==> src/dcm_pkg.sv <==
// Purpose: Shared constants for the coded ring oscillator and clock monitor.
// Assumes: 8-bit register port, two address bits.
// Notes:   Control bit layout follows the clock generator control register.
package dcm_pkg;
  // Register offsets
  localparam logic [1:0] ADDR_CTRL  = 2'h0;
  localparam logic [1:0] ADDR_MULT  = 2'h1;
  localparam logic [1:0] ADDR_STAGE = 2'h2;
  localparam logic [1:0] ADDR_DIV   = 2'h3;
  // Control register bit positions
  localparam int BIT_IRQ_EN  = 7;
  localparam int BIT_FAIL    = 6;
  localparam int BIT_MON_EN  = 5;
  localparam int BIT_CS      = 4;
  localparam int BIT_INT_ON  = 3;
  localparam int BIT_INT_STB = 2;
  localparam int BIT_EXT_ON  = 1;
  localparam int BIT_EXT_STB = 0;
  // Values after reset
  localparam logic [7:0] CTRL_RST  = 8'h08;
  localparam logic [6:0] MULT_RST  = 7'h01;
  localparam logic [7:0] STAGE_RST = 8'h00;
  localparam logic [3:0] DIV_RST   = 4'h0;
  // Stage code steps and ring geometry
  localparam logic [7:0] STEP_COARSE  = 8'h20;
  localparam logic [7:0] STEP_FINE    = 8'h01;
  localparam logic [3:0] DIV_MAX_EFF  = 4'h9;
  localparam logic [3:0] DIV_TOP      = 4'hF;
  localparam logic [5:0] RING_MIN     = 6'h11;
  localparam logic [5:0] RING_EXTRA   = 6'h02;
  localparam logic [5:0] RING_TOP     = 6'h1F;
  localparam logic [5:0] RING_HALVED  = 6'h22;
  localparam logic [2:0] UPPER_TOP    = 3'h7;
  // Base clock, in hertz
  localparam logic [31:0] BASE_FREQ_HZ = 32'h0004_B000;
endpackage : dcm_pkg

==> src/dcm_sync2.sv <==
// Purpose: Two-flop synchroniser for asynchronous levels.
// Assumes: Inputs are slow levels or clocks well below the system rate.
// Notes:   First stage is read by the second stage only.
`timescale 1ns/1ps
module dcm_sync2 #(
  parameter int W = 1
) (
  input  wire logic         i_sys_clk,
  input  wire logic         i_rst_n,
  input  wire logic [W-1:0] i_async,
  output logic      [W-1:0] o_sync
);
  if (W < 1) begin : g_bad_width
    $error("dcm_sync2: W must be at least 1");
  end
  logic [W-1:0] meta_ff;
  logic [W-1:0] sync_ff;
  logic [W-1:0] nxt_meta;
  logic [W-1:0] nxt_sync;
  always_comb begin
    nxt_meta = i_async;
    nxt_sync = meta_ff;
  end
  always_ff @(posedge i_sys_clk) begin
    if (!i_rst_n) begin
      meta_ff <= '0;
      sync_ff <= '0;
    end else begin
      meta_ff <= nxt_meta;
      sync_ff <= nxt_sync;
    end
  end
  assign o_sync = sync_ff;
endmodule : dcm_sync2

==> src/dcm_ring.sv <==
// Purpose: Model of the ring, its fine-adjust frame and the post-divider.
// Assumes: One stage delay is one system clock cycle.
// Notes:   Output toggles once per generated period.
`timescale 1ns/1ps
module dcm_ring (
  input  wire logic       i_sys_clk,
  input  wire logic       i_rst_n,
  input  wire logic [7:0] i_stage,
  input  wire logic [3:0] i_div,
  output logic            o_tick,
  output logic            o_clk
);
  logic [5:0] stg_cnt_ff;
  logic [8:0] div_cnt_ff;
  logic [4:0] frame_ff;
  logic       tick_ff;
  logic       clk_ff;
  logic [5:0] nxt_stg_cnt;
  logic [8:0] nxt_div_cnt;
  logic [4:0] nxt_frame;
  logic       nxt_tick;
  logic       nxt_clk;
  logic [4:0] frame_rev;
  logic       long_cyc;
  logic [5:0] ring_len;
  logic [3:0] div_eff;
  logic [9:0] div_lim;
  always_comb begin
    // Bit-reversed frame spreads long cycles evenly over 32
    frame_rev = {frame_ff[0], frame_ff[1], frame_ff[2], frame_ff[3], frame_ff[4]};
    long_cyc  = (frame_rev < i_stage[4:0]);
    if (i_stage[7:5] == dcm_pkg::UPPER_TOP) begin
      ring_len = long_cyc ? dcm_pkg::RING_HALVED : dcm_pkg::RING_TOP;
    end else begin
      ring_len = dcm_pkg::RING_MIN + {2'b00, i_stage[7:5], 1'b0}
               + (long_cyc ? dcm_pkg::RING_EXTRA : 6'h00);
    end
    div_eff = (i_div > dcm_pkg::DIV_MAX_EFF) ? dcm_pkg::DIV_MAX_EFF : i_div;
    div_lim = (10'h001 << div_eff) - 10'h001;
    nxt_stg_cnt = stg_cnt_ff + 6'h01;
    nxt_div_cnt = div_cnt_ff;
    nxt_frame   = frame_ff;
    nxt_tick    = 1'b0;
    nxt_clk     = clk_ff;
    if (stg_cnt_ff >= ring_len - 6'h01) begin
      nxt_stg_cnt = 6'h00;
      nxt_frame   = frame_ff + 5'h01;
      if ({1'b0, div_cnt_ff} >= div_lim) begin
        nxt_div_cnt = 9'h000;
        nxt_tick    = 1'b1;
        nxt_clk     = ~clk_ff;
      end else begin
        nxt_div_cnt = div_cnt_ff + 9'h001;
      end
    end
  end
  always_ff @(posedge i_sys_clk) begin
    if (!i_rst_n) begin
      stg_cnt_ff <= 6'h00;
      div_cnt_ff <= 9'h000;
      frame_ff   <= 5'h00;
      tick_ff    <= 1'b0;
      clk_ff     <= 1'b0;
    end else begin
      stg_cnt_ff <= nxt_stg_cnt;
      div_cnt_ff <= nxt_div_cnt;
      frame_ff   <= nxt_frame;
      tick_ff    <= nxt_tick;
      clk_ff     <= nxt_clk;
    end
  end
  assign o_tick = tick_ff;
  assign o_clk  = clk_ff;
endmodule : dcm_ring

==> src/dcm_top.sv <==
// Purpose: Coded ring oscillator datapath and clock monitor control.
// Assumes: Stable and inactivity flags arrive asynchronously from analog.
// Notes:   Register port answers reads one cycle later.
//
// The register addresses and the address-and-strobe port were left to the implementer.
`timescale 1ns/1ps
module dcm_top (
  input  wire logic        i_sys_clk,
  input  wire logic        i_rst_n,
  input  wire logic [1:0]  i_addr,
  input  wire logic [7:0]  i_wdata,
  input  wire logic        i_wr,
  input  wire logic        i_rd,
  input  wire logic        i_lf_up,
  input  wire logic        i_lf_down,
  input  wire logic        i_lf_coarse,
  input  wire logic        i_int_stable,
  input  wire logic        i_ext_stable,
  input  wire logic        i_int_off,
  input  wire logic        i_ext_off,
  input  wire logic        i_ext_clk,
  output logic [7:0]       o_rdata,
  output logic             o_monitor_req,
  output logic             o_gen_clk,
  output logic             o_gen_tick,
  output logic             o_osc_clk,
  output logic             o_osc_sel_ext,
  output logic             o_tb_clk,
  output logic             o_tb_sel_ext,
  output logic [7:0]       o_stage_code,
  output logic [3:0]       o_divider_code,
  output logic [31:0]      o_target_freq
);
  typedef enum logic [1:0] {
    DCM_CLR_IDLE  = 2'b01,
    DCM_CLR_ARMED = 2'b10
  } dcm_clr_t;

  logic [3:0] sync_out;
  logic       int_stb_s;
  logic       ext_stb_s;
  logic       int_off_s;
  logic       ext_off_s;
  logic       ext_clk_s;
  logic       gen_clk;
  logic       gen_tick;
  dcm_sync2 #(.W(4)) u_sync_flags (
    .i_sys_clk (i_sys_clk),
    .i_rst_n   (i_rst_n),
    .i_async   ({i_int_stable, i_ext_stable, i_int_off, i_ext_off}),
    .o_sync    (sync_out)
  );
  assign {int_stb_s, ext_stb_s, int_off_s, ext_off_s} = sync_out;
  dcm_sync2 #(.W(1)) u_sync_external_clock (
    .i_sys_clk (i_sys_clk),
    .i_rst_n   (i_rst_n),
    .i_async   (i_ext_clk),
    .o_sync    (ext_clk_s)
  );

  // Register file and monitor state
  dcm_clr_t    clr_ff;
  logic        irq_en_ff;
  logic        fail_ff;
  logic        mon_en_ff;
  logic        cs_ff;
  logic        int_on_ff;
  logic        ext_on_ff;
  logic        relock_ff;
  logic        int_stb_d_ff;
  logic [6:0]  mult_ff;
  logic [7:0]  stage_ff;
  logic [3:0]  div_ff;
  logic [7:0]  rdata_ff;
  dcm_clr_t    nxt_clr;
  logic        nxt_irq_en;
  logic        nxt_fail;
  logic        nxt_mon_en;
  logic        nxt_cs;
  logic        nxt_int_on;
  logic        nxt_ext_on;
  logic        nxt_relock;
  logic [6:0]  nxt_mult;
  logic [7:0]  nxt_rdata;
  logic [7:0]  ctrl_view;
  logic        wr_ctrl;
  logic        wr_mult;
  logic        mon_ok;
  logic        fail_int;
  logic        fail_ext;

  assign wr_ctrl = i_wr && (i_addr == dcm_pkg::ADDR_CTRL);
  assign wr_mult = i_wr && (i_addr == dcm_pkg::ADDR_MULT);
  assign mon_ok  = int_on_ff && ext_on_ff && int_stb_s && ext_stb_s && !relock_ff;
  assign fail_int = mon_en_ff && int_off_s;
  assign fail_ext = mon_en_ff && ext_off_s && !int_off_s;

  always_comb begin
    ctrl_view = 8'h00;
    ctrl_view[dcm_pkg::BIT_IRQ_EN]  = irq_en_ff;
    ctrl_view[dcm_pkg::BIT_FAIL]    = fail_ff;
    ctrl_view[dcm_pkg::BIT_MON_EN]  = mon_en_ff;
    ctrl_view[dcm_pkg::BIT_CS]      = cs_ff;
    ctrl_view[dcm_pkg::BIT_INT_ON]  = int_on_ff;
    ctrl_view[dcm_pkg::BIT_INT_STB] = int_stb_s;
    ctrl_view[dcm_pkg::BIT_EXT_ON]  = ext_on_ff;
    ctrl_view[dcm_pkg::BIT_EXT_STB] = ext_stb_s;
  end

  always_comb begin
    nxt_clr    = clr_ff;
    nxt_irq_en = irq_en_ff;
    nxt_fail   = fail_ff;
    nxt_mon_en = mon_en_ff;
    nxt_cs     = cs_ff;
    nxt_int_on = int_on_ff;
    nxt_ext_on = ext_on_ff;
    nxt_relock = relock_ff;
    nxt_mult   = mult_ff;
    nxt_rdata  = 8'h00;
    if (i_rd) begin
      case (i_addr)
        dcm_pkg::ADDR_CTRL:  nxt_rdata = ctrl_view;
        dcm_pkg::ADDR_MULT:  nxt_rdata = {1'b0, mult_ff};
        dcm_pkg::ADDR_STAGE: nxt_rdata = stage_ff;
        dcm_pkg::ADDR_DIV:   nxt_rdata = {4'h0, div_ff};
        default:             nxt_rdata = 8'h00;
      endcase
    end
    // Read of a set flag arms the clear
    case (clr_ff)
      DCM_CLR_IDLE: begin
        if (i_rd && (i_addr == dcm_pkg::ADDR_CTRL) && fail_ff) begin
          nxt_clr = DCM_CLR_ARMED;
        end
      end
      DCM_CLR_ARMED: begin
        if (wr_ctrl && !i_wdata[dcm_pkg::BIT_FAIL]) begin
          nxt_fail = 1'b0;
          nxt_clr  = DCM_CLR_IDLE;
        end
      end
      default: nxt_clr = DCM_CLR_IDLE;
    endcase
    if (wr_ctrl) begin
      nxt_int_on = i_wdata[dcm_pkg::BIT_INT_ON];
      nxt_ext_on = i_wdata[dcm_pkg::BIT_EXT_ON];
      // Interrupt enable only sticks while the monitor runs or mon_ok holds
      nxt_irq_en = i_wdata[dcm_pkg::BIT_IRQ_EN] && (mon_en_ff || mon_ok);
      if (!i_wdata[dcm_pkg::BIT_MON_EN]) begin
        nxt_mon_en = 1'b0;
      end else if (mon_ok) begin
        nxt_mon_en = 1'b1;
      end
      if (i_wdata[dcm_pkg::BIT_CS] && ext_on_ff && ext_stb_s) begin
        nxt_cs = 1'b1;
      end else if (!i_wdata[dcm_pkg::BIT_CS] && int_on_ff && int_stb_s) begin
        nxt_cs = 1'b0;
      end
    end
    if (wr_mult) begin
      nxt_mult   = i_wdata[6:0];
      nxt_relock = 1'b1;
    end else if (int_stb_s && !int_stb_d_ff) begin
      nxt_relock = 1'b0;
    end
    // Failover overrides the select; a new event beats a clear
    if (fail_int) begin
      nxt_fail = 1'b1;
      nxt_cs   = 1'b1;
      nxt_clr  = clr_ff;
    end else if (fail_ext) begin
      nxt_fail = 1'b1;
      nxt_cs   = 1'b0;
      nxt_clr  = clr_ff;
    end
  end

  always_ff @(posedge i_sys_clk) begin
    if (!i_rst_n) begin
      clr_ff       <= DCM_CLR_IDLE;
      irq_en_ff    <= dcm_pkg::CTRL_RST[dcm_pkg::BIT_IRQ_EN];
      fail_ff      <= dcm_pkg::CTRL_RST[dcm_pkg::BIT_FAIL];
      mon_en_ff    <= dcm_pkg::CTRL_RST[dcm_pkg::BIT_MON_EN];
      cs_ff        <= dcm_pkg::CTRL_RST[dcm_pkg::BIT_CS];
      int_on_ff    <= dcm_pkg::CTRL_RST[dcm_pkg::BIT_INT_ON];
      ext_on_ff    <= dcm_pkg::CTRL_RST[dcm_pkg::BIT_EXT_ON];
      relock_ff    <= 1'b0;
      int_stb_d_ff <= 1'b0;
      mult_ff      <= dcm_pkg::MULT_RST;
      rdata_ff     <= 8'h00;
    end else begin
      clr_ff       <= nxt_clr;
      irq_en_ff    <= nxt_irq_en;
      fail_ff      <= nxt_fail;
      mon_en_ff    <= nxt_mon_en;
      cs_ff        <= nxt_cs;
      int_on_ff    <= nxt_int_on;
      ext_on_ff    <= nxt_ext_on;
      relock_ff    <= nxt_relock;
      int_stb_d_ff <= int_stb_s;
      mult_ff      <= nxt_mult;
      rdata_ff     <= nxt_rdata;
    end
  end

  // Stage and divider codes
  logic [7:0] nxt_stage;
  logic [3:0] nxt_div;
  logic [7:0] step;
  logic [8:0] sum_up;
  logic [8:0] sum_dn;
  always_comb begin
    step      = i_lf_coarse ? dcm_pkg::STEP_COARSE : dcm_pkg::STEP_FINE;
    sum_up    = {1'b0, stage_ff} + {1'b0, step};
    sum_dn    = {1'b0, stage_ff} - {1'b0, step};
    nxt_stage = stage_ff;
    nxt_div   = div_ff;
    if (i_lf_up && !i_lf_down) begin
      if (!sum_up[8]) begin
        nxt_stage = sum_up[7:0];
      end else if (div_ff != dcm_pkg::DIV_TOP) begin
        nxt_stage = sum_up[7:0];
        nxt_div   = div_ff + 4'h1;
      end else begin
        nxt_stage = 8'hFF;
      end
    end else if (i_lf_down && !i_lf_up) begin
      if (!sum_dn[8]) begin
        nxt_stage = sum_dn[7:0];
      end else if (div_ff != 4'h0) begin
        nxt_stage = sum_dn[7:0];
        nxt_div   = div_ff - 4'h1;
      end else begin
        nxt_stage = 8'h00;
      end
    end
  end
  always_ff @(posedge i_sys_clk) begin
    if (!i_rst_n) begin
      stage_ff <= dcm_pkg::STAGE_RST;
      div_ff   <= dcm_pkg::DIV_RST;
    end else begin
      stage_ff <= nxt_stage;
      div_ff   <= nxt_div;
    end
  end

  dcm_ring u_ring (
    .i_sys_clk (i_sys_clk),
    .i_rst_n   (i_rst_n),
    .i_stage   (stage_ff),
    .i_div     (div_ff),
    .o_tick    (gen_tick),
    .o_clk     (gen_clk)
  );

  // Output clock switches; a failed side is forced away
  logic        osc_clk_ff;
  logic        tb_clk_ff;
  logic        tb_ext_ff;
  logic        req_ff;
  logic [31:0] freq_ff;
  logic        nxt_tb_ext;
  always_comb begin
    nxt_tb_ext = ext_on_ff;
    if (fail_ff || fail_int || fail_ext) begin
      nxt_tb_ext = nxt_cs;
    end
  end
  always_ff @(posedge i_sys_clk) begin
    if (!i_rst_n) begin
      osc_clk_ff <= 1'b0;
      tb_clk_ff  <= 1'b0;
      tb_ext_ff  <= 1'b0;
      req_ff     <= 1'b0;
      freq_ff    <= 32'h0000_0000;
    end else begin
      osc_clk_ff <= cs_ff ? ext_clk_s : gen_clk;
      tb_clk_ff  <= tb_ext_ff ? ext_clk_s : gen_clk;
      tb_ext_ff  <= nxt_tb_ext;
      req_ff     <= fail_ff && irq_en_ff;
      freq_ff    <= {25'h000_0000, mult_ff} * dcm_pkg::BASE_FREQ_HZ;
    end
  end

  assign o_rdata        = rdata_ff;
  assign o_monitor_req  = req_ff;
  assign o_gen_clk      = gen_clk;
  assign o_gen_tick     = gen_tick;
  assign o_osc_clk      = osc_clk_ff;
  assign o_osc_sel_ext  = cs_ff;
  assign o_tb_clk       = tb_clk_ff;
  assign o_tb_sel_ext   = tb_ext_ff;
  assign o_stage_code   = stage_ff;
  assign o_divider_code = div_ff;
  assign o_target_freq  = freq_ff;
endmodule : dcm_top

==> config.mk <==
export PLATFORM = sky130hd
export DESIGN_NAME = dcm_top
export DESIGN_NICKNAME = d
export VERILOG_FILES = /design/src/dcm_pkg.sv /design/src/dcm_sync2.sv /design/src/dcm_ring.sv /design/src/dcm_top.sv
export SDC_FILE = /design/constraint.sdc
export NUM_CORES = 1
export LEC_CHECK = 0
export ABC_AREA = 1
export BUFFER_PORTS_ARGS = -buffer_cell sky130_fd_sc_hd__buf_2
export CAP_MARGIN = 10
export CORE_ASPECT_RATIO = 1.4
export CORE_MARGIN = 3
export CORE_UTILIZATION = 57
export DETAILED_ROUTE_END_ITERATION = 7
export HOLD_SLACK_MARGIN = 0.02
export PLACE_DENSITY = 0.79
export SETUP_SLACK_MARGIN = 0.2
export SLEW_MARGIN = 10
export SYNTH_ARGS = -nofsm -noshare
export SYNTH_HDL_FRONTEND = slang
export SYNTH_SLANG_ARGS = --single-unit
==> constraint.sdc <==
create_clock -name i_sys_clk -period 3.6 [get_ports i_sys_clk]
set_input_delay 0.72 -clock i_sys_clk [delete_from_list [all_inputs] [get_ports i_sys_clk]]
set_output_delay 0.72 -clock i_sys_clk [all_outputs]
set_load 0.05 [all_outputs]
==> impl_metrics.py <==
metrics = {
    "status": {
        "status": "finished clean",
    },
    "sta": {
        "setup_violations": 0,
        "finalClockSkew_ns": 0.00549,
        "hold_slack_ns": 0.410,
        "maxSlewHeadroom_pct": 52.0,
        "finalWorstSetupSlack_ns": 0.378,
        "min_period_ns": 3.22,
        "final_hold_viol_count": 0,
        "fmax_mhz": 310,
        "rsz0062_at_grt": "false",
        "slew_viol_final": 0,
        "worst_slew_pin_slew_ns": 0.715,
        "fin_crit_sh_pct": 89.5,
        "fin_tns_setup_ns": 0,
    },
    "critical_path": {
        "path_cells": "ha_1, ha_1, inv_1, fa_1, inv_1, ha_1, ha_1, nand2_1, inv_1, a21boi_0, nand2_1, nand2_1, nand2_1, nand2_1, nand2_1, nor2_1",
        "cp_common_cell": "nand2_1",
        "arrival_ns": 3.51,
        "rrSetupSlack_ns": 0.38,
        "rr_endpoint": "o_target_freq[23]",
        "cpMaxStageDelayCell": "fa_1",
        "r2r-start": "mult_ff[4]",
        "crit_path_end_kind": "register",
        "required_ns": 3.89,
        "crit_fanout": 5,
        "cp-start-kind": "register",
        "slowest_delay_ns": 0.53,
        "r2r_cells": 16,
        "crit_type": "reg2reg",
        "startpoint": "mult_ff[4]",
    },
    "yosys": {
        "ys.flop_type": "dfxtp_1",
        "synth_area_per_cell_um2": 7.12,
        "synth_edf_count": 0,
        "yosysUniqueCellTypes": 40,
        "synth_top_area_share_pct": 30.3,
        "ys_ff_latch": 87,
        "synth_top_area_cell": "dfxtp_1",
        "ys_seq_area_share_pct": 30.3,
        "yosys_warnings": 0,
        "synthTopCellsByArea": "dfxtp_1, ha_1, nand2_1",
        "netlist_area_um2": 5740,
        "synthCells": 806,
        "synth-async-reset-ratio_pct": 0,
    },
    "min_path": {
        "whs_path_depth": 2,
        "hp-class": "reg2reg",
        "holdPathEnd": "u_sync_flags.o_sync[2]",
        "hp-start": "u_sync_flags.meta_ff[2]",
    },
    "clock_network": {
        "htree_levels": 3,
        "clk_pin_slew_worst_paths_ns": 0.07,
        "clk_latency_ns": 0.35,
        "clock-sinks": 87,
        "cts_tree": "built",
        "clock_path_buffers": 2,
        "cts_root_buffer": "clkbuf_16",
        "numCtsBuffers": 9,
    },
    "floorplan": {
        "die_y_um": 125,
        "die_area_um2": 11300,
        "start_util_pct": 59.7,
        "coreArea_um2": 9620,
        "die_x_um": 90.8,
        "row_count": 42,
        "ios": 81,
    },
    "detailed_routing": {
        "drtPass1Iterations": 5,
        "antenna_left": 0,
        "wl_um": 14100,
        "wl_per_cell_um": 13.9,
        "drcViolationCount": 0,
        "vias": 5421,
        "viasPerCell": 5.36,
        "drtIter0Drc": 305,
    },
    "finish": {
        "final_cell_mix": "nand2_1, inv_1, dfxtp_1",
        "n_antenna_cell": 0,
        "layout-drive-gt1-share_pct": 14.2,
        "layout_commonest_cell": "nand2_1",
        "fillCellCount": 839,
        "multi_input_area_um2": 3370,
        "seq_area_um2": 1760,
        "syn_to_final_growth_pct": 14.0,
        "nNetsFinal": 972,
    },
    "grt": {
        "grt_pass1_wl_um": 23200,
        "grt_usage_pct": 24.8,
        "antenna_found_initial": 0,
        "grt_pass1_vias": 5296,
        "grt-ovfl-total": 0,
        "grt_max_degree": 38,
    },
    "power": {
        "swShare_pct": 33.1,
        "p_clk_share_pct": 38.5,
        "comb_power_share_pct": 23.4,
        "irDropWorstVdd_uv": 340,
        "p_int_uw": 1840,
        "p_sw_uw": 909,
        "powerDensity_nw_per_um2": 420,
        "power_frac_seq_pct": 38.1,
        "leakagePower_uw": 0.00351,
    },
    "placed_design": {
        "port_buffers": 62,
        "pre_cts_ws_ns": 0.253,
        "place_congestion": 0.976,
        "dpl.hpwl_um": 10300,
    },
    "flow_run": {
        "cap_viol_max_count": 0,
    },
}
==> cells in the mapped netlist, types with 2 or more instances <==
library cell,instances
inv_2,6
dfxtp_1,87
nand3_1,56
o21ai_0,40
nor2_4,5
a21boi_0,3
xnor2_1,8
a21oi_1,54
nand4_1,14
o221ai_1,2
nand2_1,171
nand2_2,3
inv_1,126
ha_1,69
nand3_2,2
o22ai_1,2
buf_4,22
nor3_1,3
o21bai_1,5
o21a_1,2
buf_6,2
a21o_1,2
buf_1,4
a31oi_1,8
fa_1,6
nor2_1,75
buf_2,5
nand3b_1,3
clkbuf_1,2
xor2_1,9
==> sequential cells by signal, summed over array words and instances (netlist names), 2 cells and up <==
| name | count |
|---|---|
| o_target_freq | 14 |
| u_ring.div_cnt_ff | 9 |
| o_rdata | 8 |
| o_stage_code | 8 |
| mult_ff | 7 |
| u_ring.stg_cnt_ff | 6 |
| u_ring.frame_ff | 5 |
| o_divider_code | 4 |
| u_sync_flags.meta_ff | 4 |
| u_sync_flags.o_sync | 4 |
| clr_ff | 2 |
==> kinds of logic after synthesis <==
group,share of synthesized area [%]
AO/OA/AOI/OAI,11.8
adder cells (fa/ha/maj),17.1
AND/OR/NAND/NOR,25.2
other,0.0653
flip-flops,30.3
buffers and inverters,12.8
XOR/XNOR,2.59
==> area by class of cell <==
cell class,count,share of cell area (%)
multi-input combinational,568,51.5
sequential,87,26.8
inverter,133,7.67
timing repair buffer,76,6.37
clock buffer,10,3.65
tap,132,2.52
clock inverter,6,1.49
==> worst max-delay path by stage <==
stage | to | cells past startpoint
floorplan | u_ring.div_cnt_ff[0] | 19
global placement | u_ring.stg_cnt_ff[2] | 18
detailed placement | u_ring.stg_cnt_ff[2] | 18
CTS | u_ring.stg_cnt_ff[2] | 18
global route | o_target_freq[23] | 16
finish | o_target_freq[23] | 16
==> power groups by stage <==
stage | Clock (uW) | Combinational (uW) | Sequential, uW
2_1_floorplan | 0 | 385 | 1170
3_3_place_gp | 0 | 599 | 1070
3_5_place_dp | 0 | 616 | 1070
4_1_cts | 1070 | 624 | 1050
5_1_grt | 1110 | 713 | 1050
6_report | 1060 | 643 | 1050
==> timing repair <==
item                       4_1_cts  5_1_grt
hold buffers                     0        0
pin swaps                        0        6
setup buffers                    0        3
resized for setup                2       16
cloned                           0        1
setup endpoints to repair       11       23
==> per-layer routing <==
layer  GRT usage [%]  wire length, um  share of wire, %  up-vias
li1                -                -                 -     2700
met4            13.9              575               4.1        0
met1            26.7             5350                38     2488
met2            45.4             7370                52      186
met3            4.17              772               5.5       47
met5               0                0                 0        -
==> per-stage QoR <==
stage / power [uW] / std cells / utilization [%] / instance area, um^2
global route: 2880 / 1012 / 68.0 / 6540
detailed placement: 1680 / 992 / 63.7 / 6120
finish: 2750 / 1012 / 68.0 / 6540
floorplan: 1560 / 823 / - / 5810
CTS: 2740 / 1008 / 67.2 / 6460
global placement: 1670 / 992 / 63.7 / 6120
==> critical path: cells and delay by family, from the launching register on <==
| family | cells | cell delay, ns |
|---|---|---|
| compound gates | 1 | 0.27 |
| fa+ha+maj | 5 | 1.70 |
| buf+inv | 3 | 0.14 |
| flops | 1 | 0.45 |
| simple gates | 7 | 0.58 |
No activity file was read; power rests on OpenSTA's default activity.
